**src/hw/slpc_pkg.sv**
```systemverilog
// Package for the segment LCD pin and activation control block.
// Assumes an APB slave with 32-bit data and one aligned word per register.
package slpc_pkg;

  // Register byte addresses
  localparam logic [7:0] SLPC_ADDR_PIN_CONTROL = 8'h00;
  localparam logic [7:0] SLPC_ADDR_LCD_CONTROL = 8'h04;
  localparam logic [7:0] SLPC_ADDR_STATUS      = 8'h08;

  // Pin control fields
  localparam int SLPC_DUTY_HI_BIT   = 7;
  localparam int SLPC_DUTY_LO_BIT   = 6;
  localparam int SLPC_CPAR_BIT      = 5;
  localparam int SLPC_SGS_MSB       = 3;
  localparam logic [7:0] SLPC_PIN_CONTROL_WMASK = 8'hEF;

  // Control register fields
  localparam int SLPC_RSVD_BIT      = 7;
  localparam int SLPC_DIV_BIT       = 6;
  localparam int SLPC_ACT_BIT       = 5;
  localparam int SLPC_SHOW_BIT      = 4;
  localparam logic [7:0] SLPC_LCD_CONTROL_WMASK = 8'h7F;
  localparam logic [7:0] SLPC_LCD_CONTROL_RSVD  = 8'h80;

  // Reset values
  localparam logic [7:0] SLPC_PIN_CONTROL_RST = 8'h00;
  localparam logic [7:0] SLPC_LCD_CONTROL_RST = 8'h00;

  // Pin counts
  localparam int SLPC_NUM_SEG   = 40;
  localparam int SLPC_NUM_GROUP = 9;
  localparam int SLPC_NUM_COM   = 4;

  typedef enum logic [1:0] {
    SLPC_DUTY_STATIC  = 2'b00,
    SLPC_DUTY_HALF    = 2'b01,
    SLPC_DUTY_THIRD   = 2'b10,
    SLPC_DUTY_QUARTER = 2'b11
  } slpc_duty_t;

  typedef enum logic [1:0] {
    SLPC_APB_IDLE   = 2'b00,
    SLPC_APB_ACCESS = 2'b01
  } slpc_apb_state_t;

endpackage : slpc_pkg

```
**src/hw/slpc_cfg_if.sv**
```systemverilog
// Interface carrying decoded configuration between decoder and top.
// Assumes both ends sit in the same clock domain.
`timescale 1ns/1ns
`default_nettype none
interface slpc_cfg_if;
  import slpc_pkg::*;
  logic [7:0]                pin_control;
  logic [SLPC_NUM_COM-1:0]   com_drive;
  logic [SLPC_NUM_COM*2-1:0] com_map;
  logic [SLPC_NUM_SEG-1:0]   seg_drive;
  modport decoder (input pin_control, output com_drive, output com_map, output seg_drive);
  modport top (output pin_control, input com_drive, input com_map, input seg_drive);
endinterface : slpc_cfg_if
`default_nettype wire

```
**src/hw/slpc_pin_decode.sv**
```systemverilog
// Combinational decoder: pin control value to common and segment usage.
// Assumes the top registers every result before it reaches a pin.
`timescale 1ns/1ns
`default_nettype none
module slpc_pin_decode (
  slpc_cfg_if.decoder cfg
);
  import slpc_pkg::*;

  // Group g spans pins 4g+1..4g+4, group 8 spans pins 33..40
  function automatic logic group_on(input logic [3:0] sgs, input int g);
    logic [3:0] lim;
    lim = 4'h0;
    if (sgs[SLPC_SGS_MSB]) begin
      group_on = (g != 0) || sgs[0];                              // see [RULE9]
    end else begin
      lim = 4'(SLPC_NUM_GROUP - 1 - g);
      group_on = (sgs[2:0] != 3'h0) && ({1'b0, sgs[2:0]} > lim);  // see [RULE8]
    end
  endfunction : group_on

  logic [3:0] sgs;
  logic       cpar;
  slpc_duty_t duty;
  assign sgs  = cfg.pin_control[SLPC_SGS_MSB:0];
  assign cpar = cfg.pin_control[SLPC_CPAR_BIT];
  assign duty = slpc_duty_t'(cfg.pin_control[SLPC_DUTY_HI_BIT:SLPC_DUTY_LO_BIT]);

  genvar gi;
  generate
    for (gi = 0; gi < SLPC_NUM_SEG; gi++) begin : g_seg
      localparam int GRP = (gi >= 32) ? 8 : gi / 4;
      assign cfg.seg_drive[gi] = group_on(sgs, GRP);
    end
  endgenerate

  // com_map holds, per line, the 2-bit index of the waveform it copies
  always_comb begin
    cfg.com_drive = 4'h0;
    cfg.com_map   = 8'hE4;
    case (duty)
      SLPC_DUTY_STATIC: begin
        if (cpar) begin
          cfg.com_drive = 4'hF;                                   // see [RULE2]
          cfg.com_map   = 8'h00;
        end else begin
          cfg.com_drive = 4'h1;                                   // see [RULE1]
        end
      end
      SLPC_DUTY_HALF: begin
        if (cpar) begin
          cfg.com_drive = 4'hF;                                   // see [RULE4]
          cfg.com_map   = 8'hA0;
        end else begin
          cfg.com_drive = 4'h3;                                   // see [RULE3]
        end
      end
      SLPC_DUTY_THIRD: begin
        cfg.com_drive = cpar ? 4'hF : 4'h7;                       // see [RULE5]
      end
      SLPC_DUTY_QUARTER: cfg.com_drive = 4'hF;                    // see [RULE6]
      default:           cfg.com_drive = 4'h0;
    endcase
    if (sgs == 4'h0) begin
      cfg.com_drive = 4'h0;                                       // see [RULE7]
    end
  end

endmodule : slpc_pin_decode
`default_nettype wire

```
**src/hw/slpc_top.sv**
```systemverilog
// Segment LCD pin and activation control with APB register access.
// Assumes a phase generator supplies per-common waveforms and segment data.
//
// Summary of operation
// [RULE1] Static duty, no parallel: only common line 1 drives; 2-4 are ports.
// [RULE2] Static duty with parallel: lines 2, 3, 4 copy line 1.
// [RULE3] Half duty, no parallel: lines 1 and 2 drive; 3 and 4 are ports.
// [RULE4] Half duty with parallel: line 4 copies 3, line 2 copies 1.
// [RULE5] Third duty drives 1-3; line 4 port, or unused by software if parallel.
// [RULE6] Duty field picks static, half, third, quarter; quarter drives all four.
// [RULE7] Segment selection zero hands all common lines to ports.
// [RULE8] Selection steps enable segment groups from pin 40 downward.
// [RULE9] Top selection bit set: low bit picks whether pins 4-1 also drive.
// [RULE10] Software uses external bus mode only with selection zero.
// [RULE11] Control bit 7 reads as one; software writes zero.
// [RULE12] Divider-connect bit connects the bias resistance to supply.
// [RULE13] Inactive or standby forces the bias resistance off.
// [RULE14] Clearing activate halts driving; setting it runs the controller.
// [RULE15] Halting keeps every configuration register unchanged.
// [RULE16] Show bit zero drives blank; one drives display memory.
//
// The implementer's own choices: the register addresses and the APB register port.
`timescale 1ns/1ns
`default_nettype none
module slpc_top (
  // Clock and reset
  input  wire logic                           clk_sys_i,
  input  wire logic                           rst_i,
  // APB slave
  input  wire logic                           psel_i,
  input  wire logic                           penable_i,
  input  wire logic                           pwrite_i,
  input  wire logic [7:0]                     paddr_i,
  input  wire logic [31:0]                    pwdata_i,
  output logic      [31:0]                    prdata_o,
  output logic                                pready_o,
  output logic                                pslverr_o,
  // Chip state, asynchronous to this block
  input  wire logic                           standby_i,
  // Waveform sources from the phase generator, same clock
  input  wire logic [slpc_pkg::SLPC_NUM_COM-1:0] com_wave_i,
  input  wire logic [slpc_pkg::SLPC_NUM_SEG-1:0] seg_data_i,
  input  wire logic [slpc_pkg::SLPC_NUM_SEG-1:0] seg_blank_i,
  // Panel side
  output logic      [slpc_pkg::SLPC_NUM_COM-1:0] com_o,
  output logic      [slpc_pkg::SLPC_NUM_COM-1:0] com_drive_o,
  output logic      [slpc_pkg::SLPC_NUM_SEG-1:0] segment_lines_o,
  output logic      [slpc_pkg::SLPC_NUM_SEG-1:0] seg_drive_o,
  output logic                                divider_connect_o,
  output logic                                running_o
);
  import slpc_pkg::*;

  ////////////////////////////////////////////////////////////////////////////
  // Registers and APB slave

  logic [7:0]      lcd_pin_control, next_lcd_pin_control;
  logic [7:0]      lcd_control,     next_lcd_control;
  slpc_apb_state_t apb_state,       next_apb_state;
  logic [31:0]     next_prdata;
  logic            next_pready, next_pslverr;
  logic            stby_meta, stby_sync;

  function automatic logic addr_hit(input logic [7:0] a);
    addr_hit = (a == SLPC_ADDR_PIN_CONTROL) || (a == SLPC_ADDR_LCD_CONTROL) ||
               (a == SLPC_ADDR_STATUS);
  endfunction : addr_hit

  logic wr_take, rd_take;
  assign wr_take = (apb_state == SLPC_APB_ACCESS) && psel_i && penable_i && pwrite_i;
  assign rd_take = (apb_state == SLPC_APB_ACCESS) && psel_i && penable_i && !pwrite_i;

  // Registers change only by writes; halting never touches them
  always_comb begin
    next_lcd_pin_control = lcd_pin_control;
    next_lcd_control     = lcd_control;
    next_apb_state       = apb_state;
    next_prdata          = 32'h0000_0000;
    next_pready          = 1'b0;
    next_pslverr         = 1'b0;
    case (apb_state)
      SLPC_APB_IDLE: begin
        if (psel_i && !penable_i) begin
          next_apb_state = SLPC_APB_ACCESS;
          next_pready    = 1'b1;
          next_pslverr   = !addr_hit(paddr_i);
          case (paddr_i)
            SLPC_ADDR_PIN_CONTROL: next_prdata = {24'h00_0000, lcd_pin_control};
            SLPC_ADDR_LCD_CONTROL: next_prdata = {24'h00_0000,
                                                 lcd_control | SLPC_LCD_CONTROL_RSVD}; // see [RULE11]
            SLPC_ADDR_STATUS:      next_prdata = {30'h0, divider_connect_o,
                                                  running_o};
            default:               next_prdata = 32'h0000_0000;
          endcase
        end
      end
      SLPC_APB_ACCESS: begin
        next_apb_state = SLPC_APB_IDLE;
        if (wr_take && paddr_i == SLPC_ADDR_PIN_CONTROL) begin
          next_lcd_pin_control = pwdata_i[7:0] & SLPC_PIN_CONTROL_WMASK;
        end
        if (wr_take && paddr_i == SLPC_ADDR_LCD_CONTROL) begin
          next_lcd_control = pwdata_i[7:0] & SLPC_LCD_CONTROL_WMASK;  // see [RULE15]
        end
      end
      default: next_apb_state = SLPC_APB_IDLE;
    endcase
  end

  always_ff @(posedge clk_sys_i) begin
    if (rst_i) begin
      lcd_pin_control <= SLPC_PIN_CONTROL_RST;
      lcd_control     <= SLPC_LCD_CONTROL_RST;
      apb_state       <= SLPC_APB_IDLE;
      prdata_o        <= 32'h0000_0000;
      pready_o        <= 1'b0;
      pslverr_o       <= 1'b0;
      stby_meta       <= 1'b0;
      stby_sync       <= 1'b0;
    end else begin
      lcd_pin_control <= next_lcd_pin_control;
      lcd_control     <= next_lcd_control;
      apb_state       <= next_apb_state;
      prdata_o        <= next_prdata;
      pready_o        <= next_pready;
      pslverr_o       <= next_pslverr;
      stby_meta       <= standby_i;
      stby_sync       <= stby_meta;
    end
  end

  ////////////////////////////////////////////////////////////////////////////
  // Pin decode and output stage

  slpc_cfg_if cfg ();
  assign cfg.pin_control = lcd_pin_control;

  slpc_pin_decode u_decode (
    .cfg (cfg.decoder)
  );

  logic                    act, show, div;
  logic                    next_running, next_divider;
  logic [SLPC_NUM_COM-1:0] next_com, next_com_drive;
  logic [SLPC_NUM_SEG-1:0] next_seg, next_seg_drive;
  assign act  = lcd_control[SLPC_ACT_BIT];
  assign show = lcd_control[SLPC_SHOW_BIT];
  assign div  = lcd_control[SLPC_DIV_BIT];

  // Port-mode pins keep their enable low so the port logic owns them
  always_comb begin
    next_running   = act;                                         // see [RULE14]
    next_divider   = div && act && !stby_sync;                    // see [RULE12] [RULE13]
    next_com       = 4'h0;
    next_com_drive = 4'h0;
    next_seg       = '0;
    next_seg_drive = '0;
    if (act) begin
      next_com_drive = cfg.com_drive;
      next_seg_drive = cfg.seg_drive;
      for (int i = 0; i < SLPC_NUM_COM; i++) begin
        next_com[i] = cfg.com_drive[i] & com_wave_i[cfg.com_map[2*i +: 2]]; // see [RULE4]
      end
      next_seg = cfg.seg_drive & (show ? seg_data_i : seg_blank_i); // see [RULE16]
    end
  end

  always_ff @(posedge clk_sys_i) begin
    if (rst_i) begin
      running_o         <= 1'b0;
      divider_connect_o <= 1'b0;
      com_o             <= 4'h0;
      com_drive_o       <= 4'h0;
      segment_lines_o   <= '0;
      seg_drive_o       <= '0;
    end else begin
      running_o         <= next_running;
      divider_connect_o <= next_divider;
      com_o             <= next_com;
      com_drive_o       <= next_com_drive;
      segment_lines_o   <= next_seg;
      seg_drive_o       <= next_seg_drive;
    end
  end

  ////////////////////////////////////////////////////////////////////////////
  // Assertions

  // Duty with parallel bit as one field, and the segment selection
  logic [2:0] duty_par;
  logic [3:0] sel;
  assign duty_par = lcd_pin_control[SLPC_DUTY_HI_BIT:SLPC_CPAR_BIT];
  assign sel      = lcd_pin_control[SLPC_SGS_MSB:0];

  property p_static_single;
    @(posedge clk_sys_i) disable iff (rst_i)
    (act && duty_par == {SLPC_DUTY_STATIC, 1'b0} && sel != 4'h0)
      |=> com_drive_o == 4'h1;
  endproperty
  a_static_single: assert property (p_static_single)  // see [RULE1]
    else $error("static com drive");

  // Output lags the wave by one edge, so compare with the sampled wave
  property p_static_par;
    @(posedge clk_sys_i) disable iff (rst_i)
    (act && duty_par == {SLPC_DUTY_STATIC, 1'b1} && sel != 4'h0)
      |=> com_o == {4{$past(com_wave_i[0])}} && com_drive_o == 4'hF;
  endproperty
  a_static_par: assert property (p_static_par)  // see [RULE2]
    else $error("static parallel copy");

  property p_half;
    @(posedge clk_sys_i) disable iff (rst_i)
    (act && duty_par == {SLPC_DUTY_HALF, 1'b0} && sel != 4'h0)
      |=> com_drive_o == 4'h3;
  endproperty
  a_half: assert property (p_half)  // see [RULE3]
    else $error("half duty drive");

  property p_half_par;
    @(posedge clk_sys_i) disable iff (rst_i)
    (act && duty_par == {SLPC_DUTY_HALF, 1'b1} && sel != 4'h0)
      |=> com_o[1] == $past(com_wave_i[0]) && com_o[3] == $past(com_wave_i[2]);
  endproperty
  a_half_par: assert property (p_half_par)  // see [RULE4]
    else $error("half parallel copy");

  property p_third;
    @(posedge clk_sys_i) disable iff (rst_i)
    (act && duty_par == {SLPC_DUTY_THIRD, 1'b0} && sel != 4'h0)
      |=> com_drive_o == 4'h7;
  endproperty
  a_third: assert property (p_third)  // see [RULE5]
    else $error("third duty drive");

  // Parallel bit must not matter in quarter duty
  property p_quarter;
    @(posedge clk_sys_i) disable iff (rst_i)
    (act && duty_par[2:1] == SLPC_DUTY_QUARTER && sel != 4'h0)
      |=> com_drive_o == 4'hF;
  endproperty
  a_quarter: assert property (p_quarter)  // see [RULE6]
    else $error("quarter duty drive");

  property p_com_port;
    @(posedge clk_sys_i) disable iff (rst_i)
    (sel == 4'h0) |=> com_drive_o == 4'h0 && seg_drive_o == '0;
  endproperty
  a_com_port: assert property (p_com_port)  // see [RULE7]
    else $error("zero selection not ports");

  // Any stepped selection drives pin 40 and leaves pin 1 a port
  property p_seg_steps;
    @(posedge clk_sys_i) disable iff (rst_i)
    (act && !sel[SLPC_SGS_MSB] && sel != 4'h0)
      |=> seg_drive_o[SLPC_NUM_SEG-1] && !seg_drive_o[0];
  endproperty
  a_seg_steps: assert property (p_seg_steps)  // see [RULE8]
    else $error("segment step selection");

  property p_seg_top;
    @(posedge clk_sys_i) disable iff (rst_i)
    (act && sel[SLPC_SGS_MSB])
      |=> seg_drive_o[SLPC_NUM_SEG-1] && seg_drive_o[0] == $past(sel[0]);
  endproperty
  a_seg_top: assert property (p_seg_top)  // see [RULE9]
    else $error("top selection low pins");

  property p_bias_on;
    @(posedge clk_sys_i) disable iff (rst_i)
    (act && div && !stby_sync) |=> divider_connect_o;
  endproperty
  a_bias_on: assert property (p_bias_on)  // see [RULE12]
    else $error("bias not connected");

  property p_bias_off;
    @(posedge clk_sys_i) disable iff (rst_i)
    (!act || stby_sync) |=> !divider_connect_o;
  endproperty
  a_bias_off: assert property (p_bias_off)  // see [RULE13]
    else $error("bias left connected");

  property p_run;
    @(posedge clk_sys_i) disable iff (rst_i)
    act |=> running_o;
  endproperty
  a_run: assert property (p_run)  // see [RULE14]
    else $error("not running while active");

  property p_halt;
    @(posedge clk_sys_i) disable iff (rst_i)
    !act |=> !running_o && com_drive_o == 4'h0 && seg_drive_o == '0;
  endproperty
  a_halt: assert property (p_halt)  // see [RULE14]
    else $error("outputs driven while halted");

  property p_blank;
    @(posedge clk_sys_i) disable iff (rst_i)
    (act && !show) |=> segment_lines_o == ($past(seg_blank_i) & seg_drive_o);
  endproperty
  a_blank: assert property (p_blank)  // see [RULE16]
    else $error("blank pattern not shown");

  property p_show;
    @(posedge clk_sys_i) disable iff (rst_i)
    (act && show) |=> segment_lines_o == ($past(seg_data_i) & seg_drive_o);
  endproperty
  a_show: assert property (p_show)  // see [RULE16]
    else $error("memory data not shown");

  property p_rsvd;
    @(posedge clk_sys_i) disable iff (rst_i)
    (rd_take && paddr_i == SLPC_ADDR_LCD_CONTROL) |-> prdata_o[SLPC_RSVD_BIT];
  endproperty
  a_rsvd: assert property (p_rsvd)  // see [RULE11]
    else $error("reserved bit read as zero");

endmodule : slpc_top
`default_nettype wire

```
**config.mk**
```make
export PLATFORM = sky130hd
export DESIGN_NAME = slpc_top
export DESIGN_NICKNAME = d
export VERILOG_FILES = /design/src/hw/slpc_pkg.sv /design/src/hw/slpc_cfg_if.sv /design/src/hw/slpc_pin_decode.sv /design/src/hw/slpc_top.sv
export SDC_FILE = /design/constraint.sdc
export NUM_CORES = 1
export LEC_CHECK = 0
export BUFFER_PORTS_ARGS = -buffer_cell sky130_fd_sc_hd__buf_4
export CAP_MARGIN = 30
export CORE_ASPECT_RATIO = 0.7
export CORE_MARGIN = 5
export CORE_UTILIZATION = 40
export DETAILED_ROUTE_END_ITERATION = 10
export PLACE_DENSITY = 0.89
export SLEW_MARGIN = 20
export SYNTH_ARGS = -nofsm -noshare
export SYNTH_HDL_FRONTEND = slang
export SYNTH_SLANG_ARGS = --single-unit
```
**constraint.sdc**
```tcl
create_clock -name clk_sys_i -period 2.5 [get_ports clk_sys_i]
set_clock_uncertainty 0.1 [all_clocks]
set_input_delay 0.125 -clock clk_sys_i [delete_from_list [all_inputs] [get_ports clk_sys_i]]
set_output_delay 0.125 -clock clk_sys_i [all_outputs]
set_load 0.02 [all_outputs]
```
==> run_results.csv <==
group,metric,value,unit
die,pin_count,254,
power_and_ir_drop,switching_power,0.660,mW
yosys,synth-seq-area-share,48.8,%
critical_path,cp_max_fo,22,
critical_path,r2r-end,"segment_lines_o[0]",
detailed_routing,finalWirelength,12500,um
critical_path,critPathArrivalTime,2.27,ns
sta,max-slew-margin-rel,48.8,%
clock_network,numCtsBuffers,9,
yosys,ys_ff_latch,86,
yosys,syn_area,3530,um2
final_layout,final_nets,750,
die,die_w,122,um
yosys,synth.top_cell.area_share,48.8,%
yosys,yosysMostFrequentCell,"dfxtp_1",
sta,hold_violations,0,
power_and_ir_drop,seqPwrFrac,43.5,%
power_and_ir_drop,vdd_drop_max,0.493,mV
run,drv_cap,0,
critical_path,critical-path-slowest-cell,"dfxtp_2",
die,core-area,8510,um2
critical_path,crit_type,"reg -> reg",
global_routing,antenna_found_initial,0,
clock_network,cts_max_level,3,
global_routing,grt_pass1_wl,17700,um
min_path,min_from,"pwdata_i[6]",
min_path,holdPathStages,3,
sta,grt_setup_unrepaired,"no",
final_layout,synthToLayoutAreaGrowth,73.5,%
yosys,synthArstFlopShare,0,%
final_layout,drive_gt1_share,36.5,%
critical_path,crit_required,2.61,ns
global_routing,grt_max_degree,26,
place,gp_congestion,0.775,
sta,maxSlewViolCount,0,
yosys,synth_edf_count,0,
yosys,synth.distinct_cells,33,
critical_path,worstSetupEndpointType,"register",
clock_network,cts_setup_buffers,0,
min_path,hold_path.class,"in -> reg",
power_and_ir_drop,leakage,2.91,nW
detailed_routing,post_drt_wl_per_cell,16.7,um
yosys,yosys-top-cells-area,"dfxtp_1 49%, mux2i_1 17%, buf_4 12%",
critical_path,worst_setup_path_start_kind,"register",
detailed_routing,via_per_inst,4.51,
global_routing,gr-usage-all-layers,21.5,%
sta,post-route-period-util,86.2,%
place,place_hpwl,7870,um
power_and_ir_drop,combinationalPowerShare,11.0,%
power_and_ir_drop,internal_power,2.50,mW
detailed_routing,dr.first_iter.drc_count,101,
die,die_h,88.6,um
sta,fmaxAchievable,464,MHz
die,rows,28,
status,status,"finished, final reports clean",
detailed_routing,wl_met2,6990,um
clock_network,cts-root-buf,"clkbuf_16",
final_layout,instances_no_fill,747,
sta,worstMarginPinSlew,0.761,ns
detailed_routing,route.detailed.drc,0,
yosys,yosys-top-cells-count,"86 x dfxtp_1, 60 x mux2i_1, 55 x buf_4, 53 x nor2_1, 22 x nand2b_1",
min_path,whs_endpoint,"cfg.pin_control[6]",
critical_path,r2r_slack,0.34,ns
yosys,yosysTopAreaCell,"dfxtp_1",
sta,setup_viol,0,
clock_network,cts_resized,0,
yosys,syn_area_per_cell,9.91,um2
die,start_util,41.4,%
yosys,postSynthCellCount,356,
yosys,ys.flop_type,"dfxtp_1",
power_and_ir_drop,p_total,3.16,mW
detailed_routing,via_count,3368,
place,portBuffers,205,
detailed_routing,met1_length,4180,um
critical_path,r2r_start,"lcd_control[4]",
place,placed_cells,635,
detailed_routing,top_layer_used,"met4",
clock_network,clk_latency,0.33,ns
power_and_ir_drop,pwr-share-clk,45.5,%
detailed_routing,ant_nets,0,
sta,min_period,2.16,ns
detailed_routing,wl_met3,974,um
clock_network,path_clk_slew,0.07,ns
die,dieArea,10800,um2
power_and_ir_drop,powerDensity,516,nW/um2
clock_network,cts_buffer_depth,2,
yosys,yosys_warnings,0,
detailed_routing,dr.pass1.iters,4,
clock_network,cts_tree,"done",
critical_path,reg2reg_depth,4,
critical_path,path_cells,"buf_12 -> mux2i_1 -> dlygate4sd3_1 -> nor2_1",
global_routing,grt-ovfl-total,0,
global_routing,grt_pass1_vias,3467,
power_and_ir_drop,switching_share,20.9,%
critical_path,critPathMaxStageDelay,0.79,ns
clock_network,clock-sinks,86,
sta,tns,0,ns
[how the worst max path moves through the flow]
stage | startpoint | end | cells after the start
6_report | lcd_control[4] | segment_lines_o[0] | 4
5_1_grt | lcd_control[4] | segment_lines_o[15] | 4
4_1_cts | lcd_control[4] | segment_lines_o[15] | 4
3_5_place_dp | paddr_i[1] | lcd_control[1] | 4
3_3_place_gp | paddr_i[1] | lcd_control[4] | 4
2_1_floorplan | apb_state[0] | prdata_o[4] | 4
[per-layer routing]
metal,GRT usage (%),up-vias
met3,6.90,32
met1,20.3,1582
met5,0,-
met2,42.7,144
met4,9.45,0
li1,-,1610
[flip-flops by register name, summed over array words and instances, names as in the netlist]
name,flops
cfg.pin_control,7
pready_o,1
apb_state,1
stby_meta,1
divider_connect_o,1
com_o,4
lcd_control,7
prdata_o,8
segment_lines_o,40
seg_drive_o,9
pslverr_o,1
running_o,1
com_drive_o,4
stby_sync,1
[final cells by class]
cell class                      instances  area (um2)
Sequential cell                        86        1720
Multi-Input combinational cell        208        1360
Tap cell                              120         150
Inverter                               14        52.6
Timing Repair Buffer                  301        2510
Clock buffer                           11         243
Fill cell                             598        2390
Clock inverter                          5        82.6
Antenna cell                            2        5.00
[power by group through the flow]
stage	logic [mW]	registers, mW	clock network (mW)
after detailed placement	0.218	1.41	0
final	0.348	1.37	1.44
after global routing	0.370	1.37	1.52
after global placement	0.212	1.40	0
after floorplan	0.105	1.41	0
after CTS	0.334	1.37	1.46
[cells in the final DEF (no fill, tap or decap), types with 2 or more instances in the layout]
| cell | instances |
|---|---|
| nor2b_1 | 4 |
| or4_4 | 2 |
| dlygate4sd3_1 | 94 |
| conb_1 | 24 |
| o2bb2ai_1 | 2 |
| diode_2 | 2 |
| buf_4 | 206 |
| inv_1 | 13 |
| clkinvlp_4 | 3 |
| a21oi_1 | 5 |
| clkbuf_16 | 9 |
| nand3_1 | 2 |
| nand2_1 | 6 |
| o21ai_0 | 7 |
| mux2i_1 | 60 |
| and2_1 | 2 |
| dfxtp_1 | 85 |
| nand2b_1 | 22 |
| and3_1 | 3 |
| nor3b_1 | 2 |
| nand3b_1 | 3 |
| nor2_1 | 53 |
| bufinv_16 | 2 |
[cell families (layout without fill, tap and decap cells)]
logic type | count (synthesis) | in the layout | share of synthesized area, %
compound gates | 19 | 19 | 3.55
simple gates | 105 | 105 | 15.4
other cells | 1 | 26 | 0.106
mux | 60 | 60 | 17.0
buf+inv | 85 | 331 | 15.1
flops | 86 | 86 | 48.8
[through the flow]
stage               utilization (%)  hold slack, ns  setup WS [ns]  area (um2)
finish                         71.9          0.0131          0.344        6120
global route                   71.9          0.0137          0.284        6120
CTS                            71.9         0.00513          0.377        6120
detailed placement             57.0           0.248          0.549        4850
global placement               57.0           0.234          0.643        4850
floorplan                         -           0.137          0.743        3610
[worst max-delay path, delay by kind of cell, from the launching register on]
| family | cells | cell delay (ns) |
|---|---|---|
| buffers and inverters | 2 | 0.84 |
| DFF | 1 | 0.79 |
| and+or+nand+nor | 1 | 0.05 |
| muxes | 1 | 0.24 |
[what timing repair did]
item | 4_1_cts | 5_1_grt
endpoints found under the setup margin | 0 | 0
hold buffers | 94 | 0
endpoints found under the hold margin | 56 | 0
(Power assumes the default switching activity.)
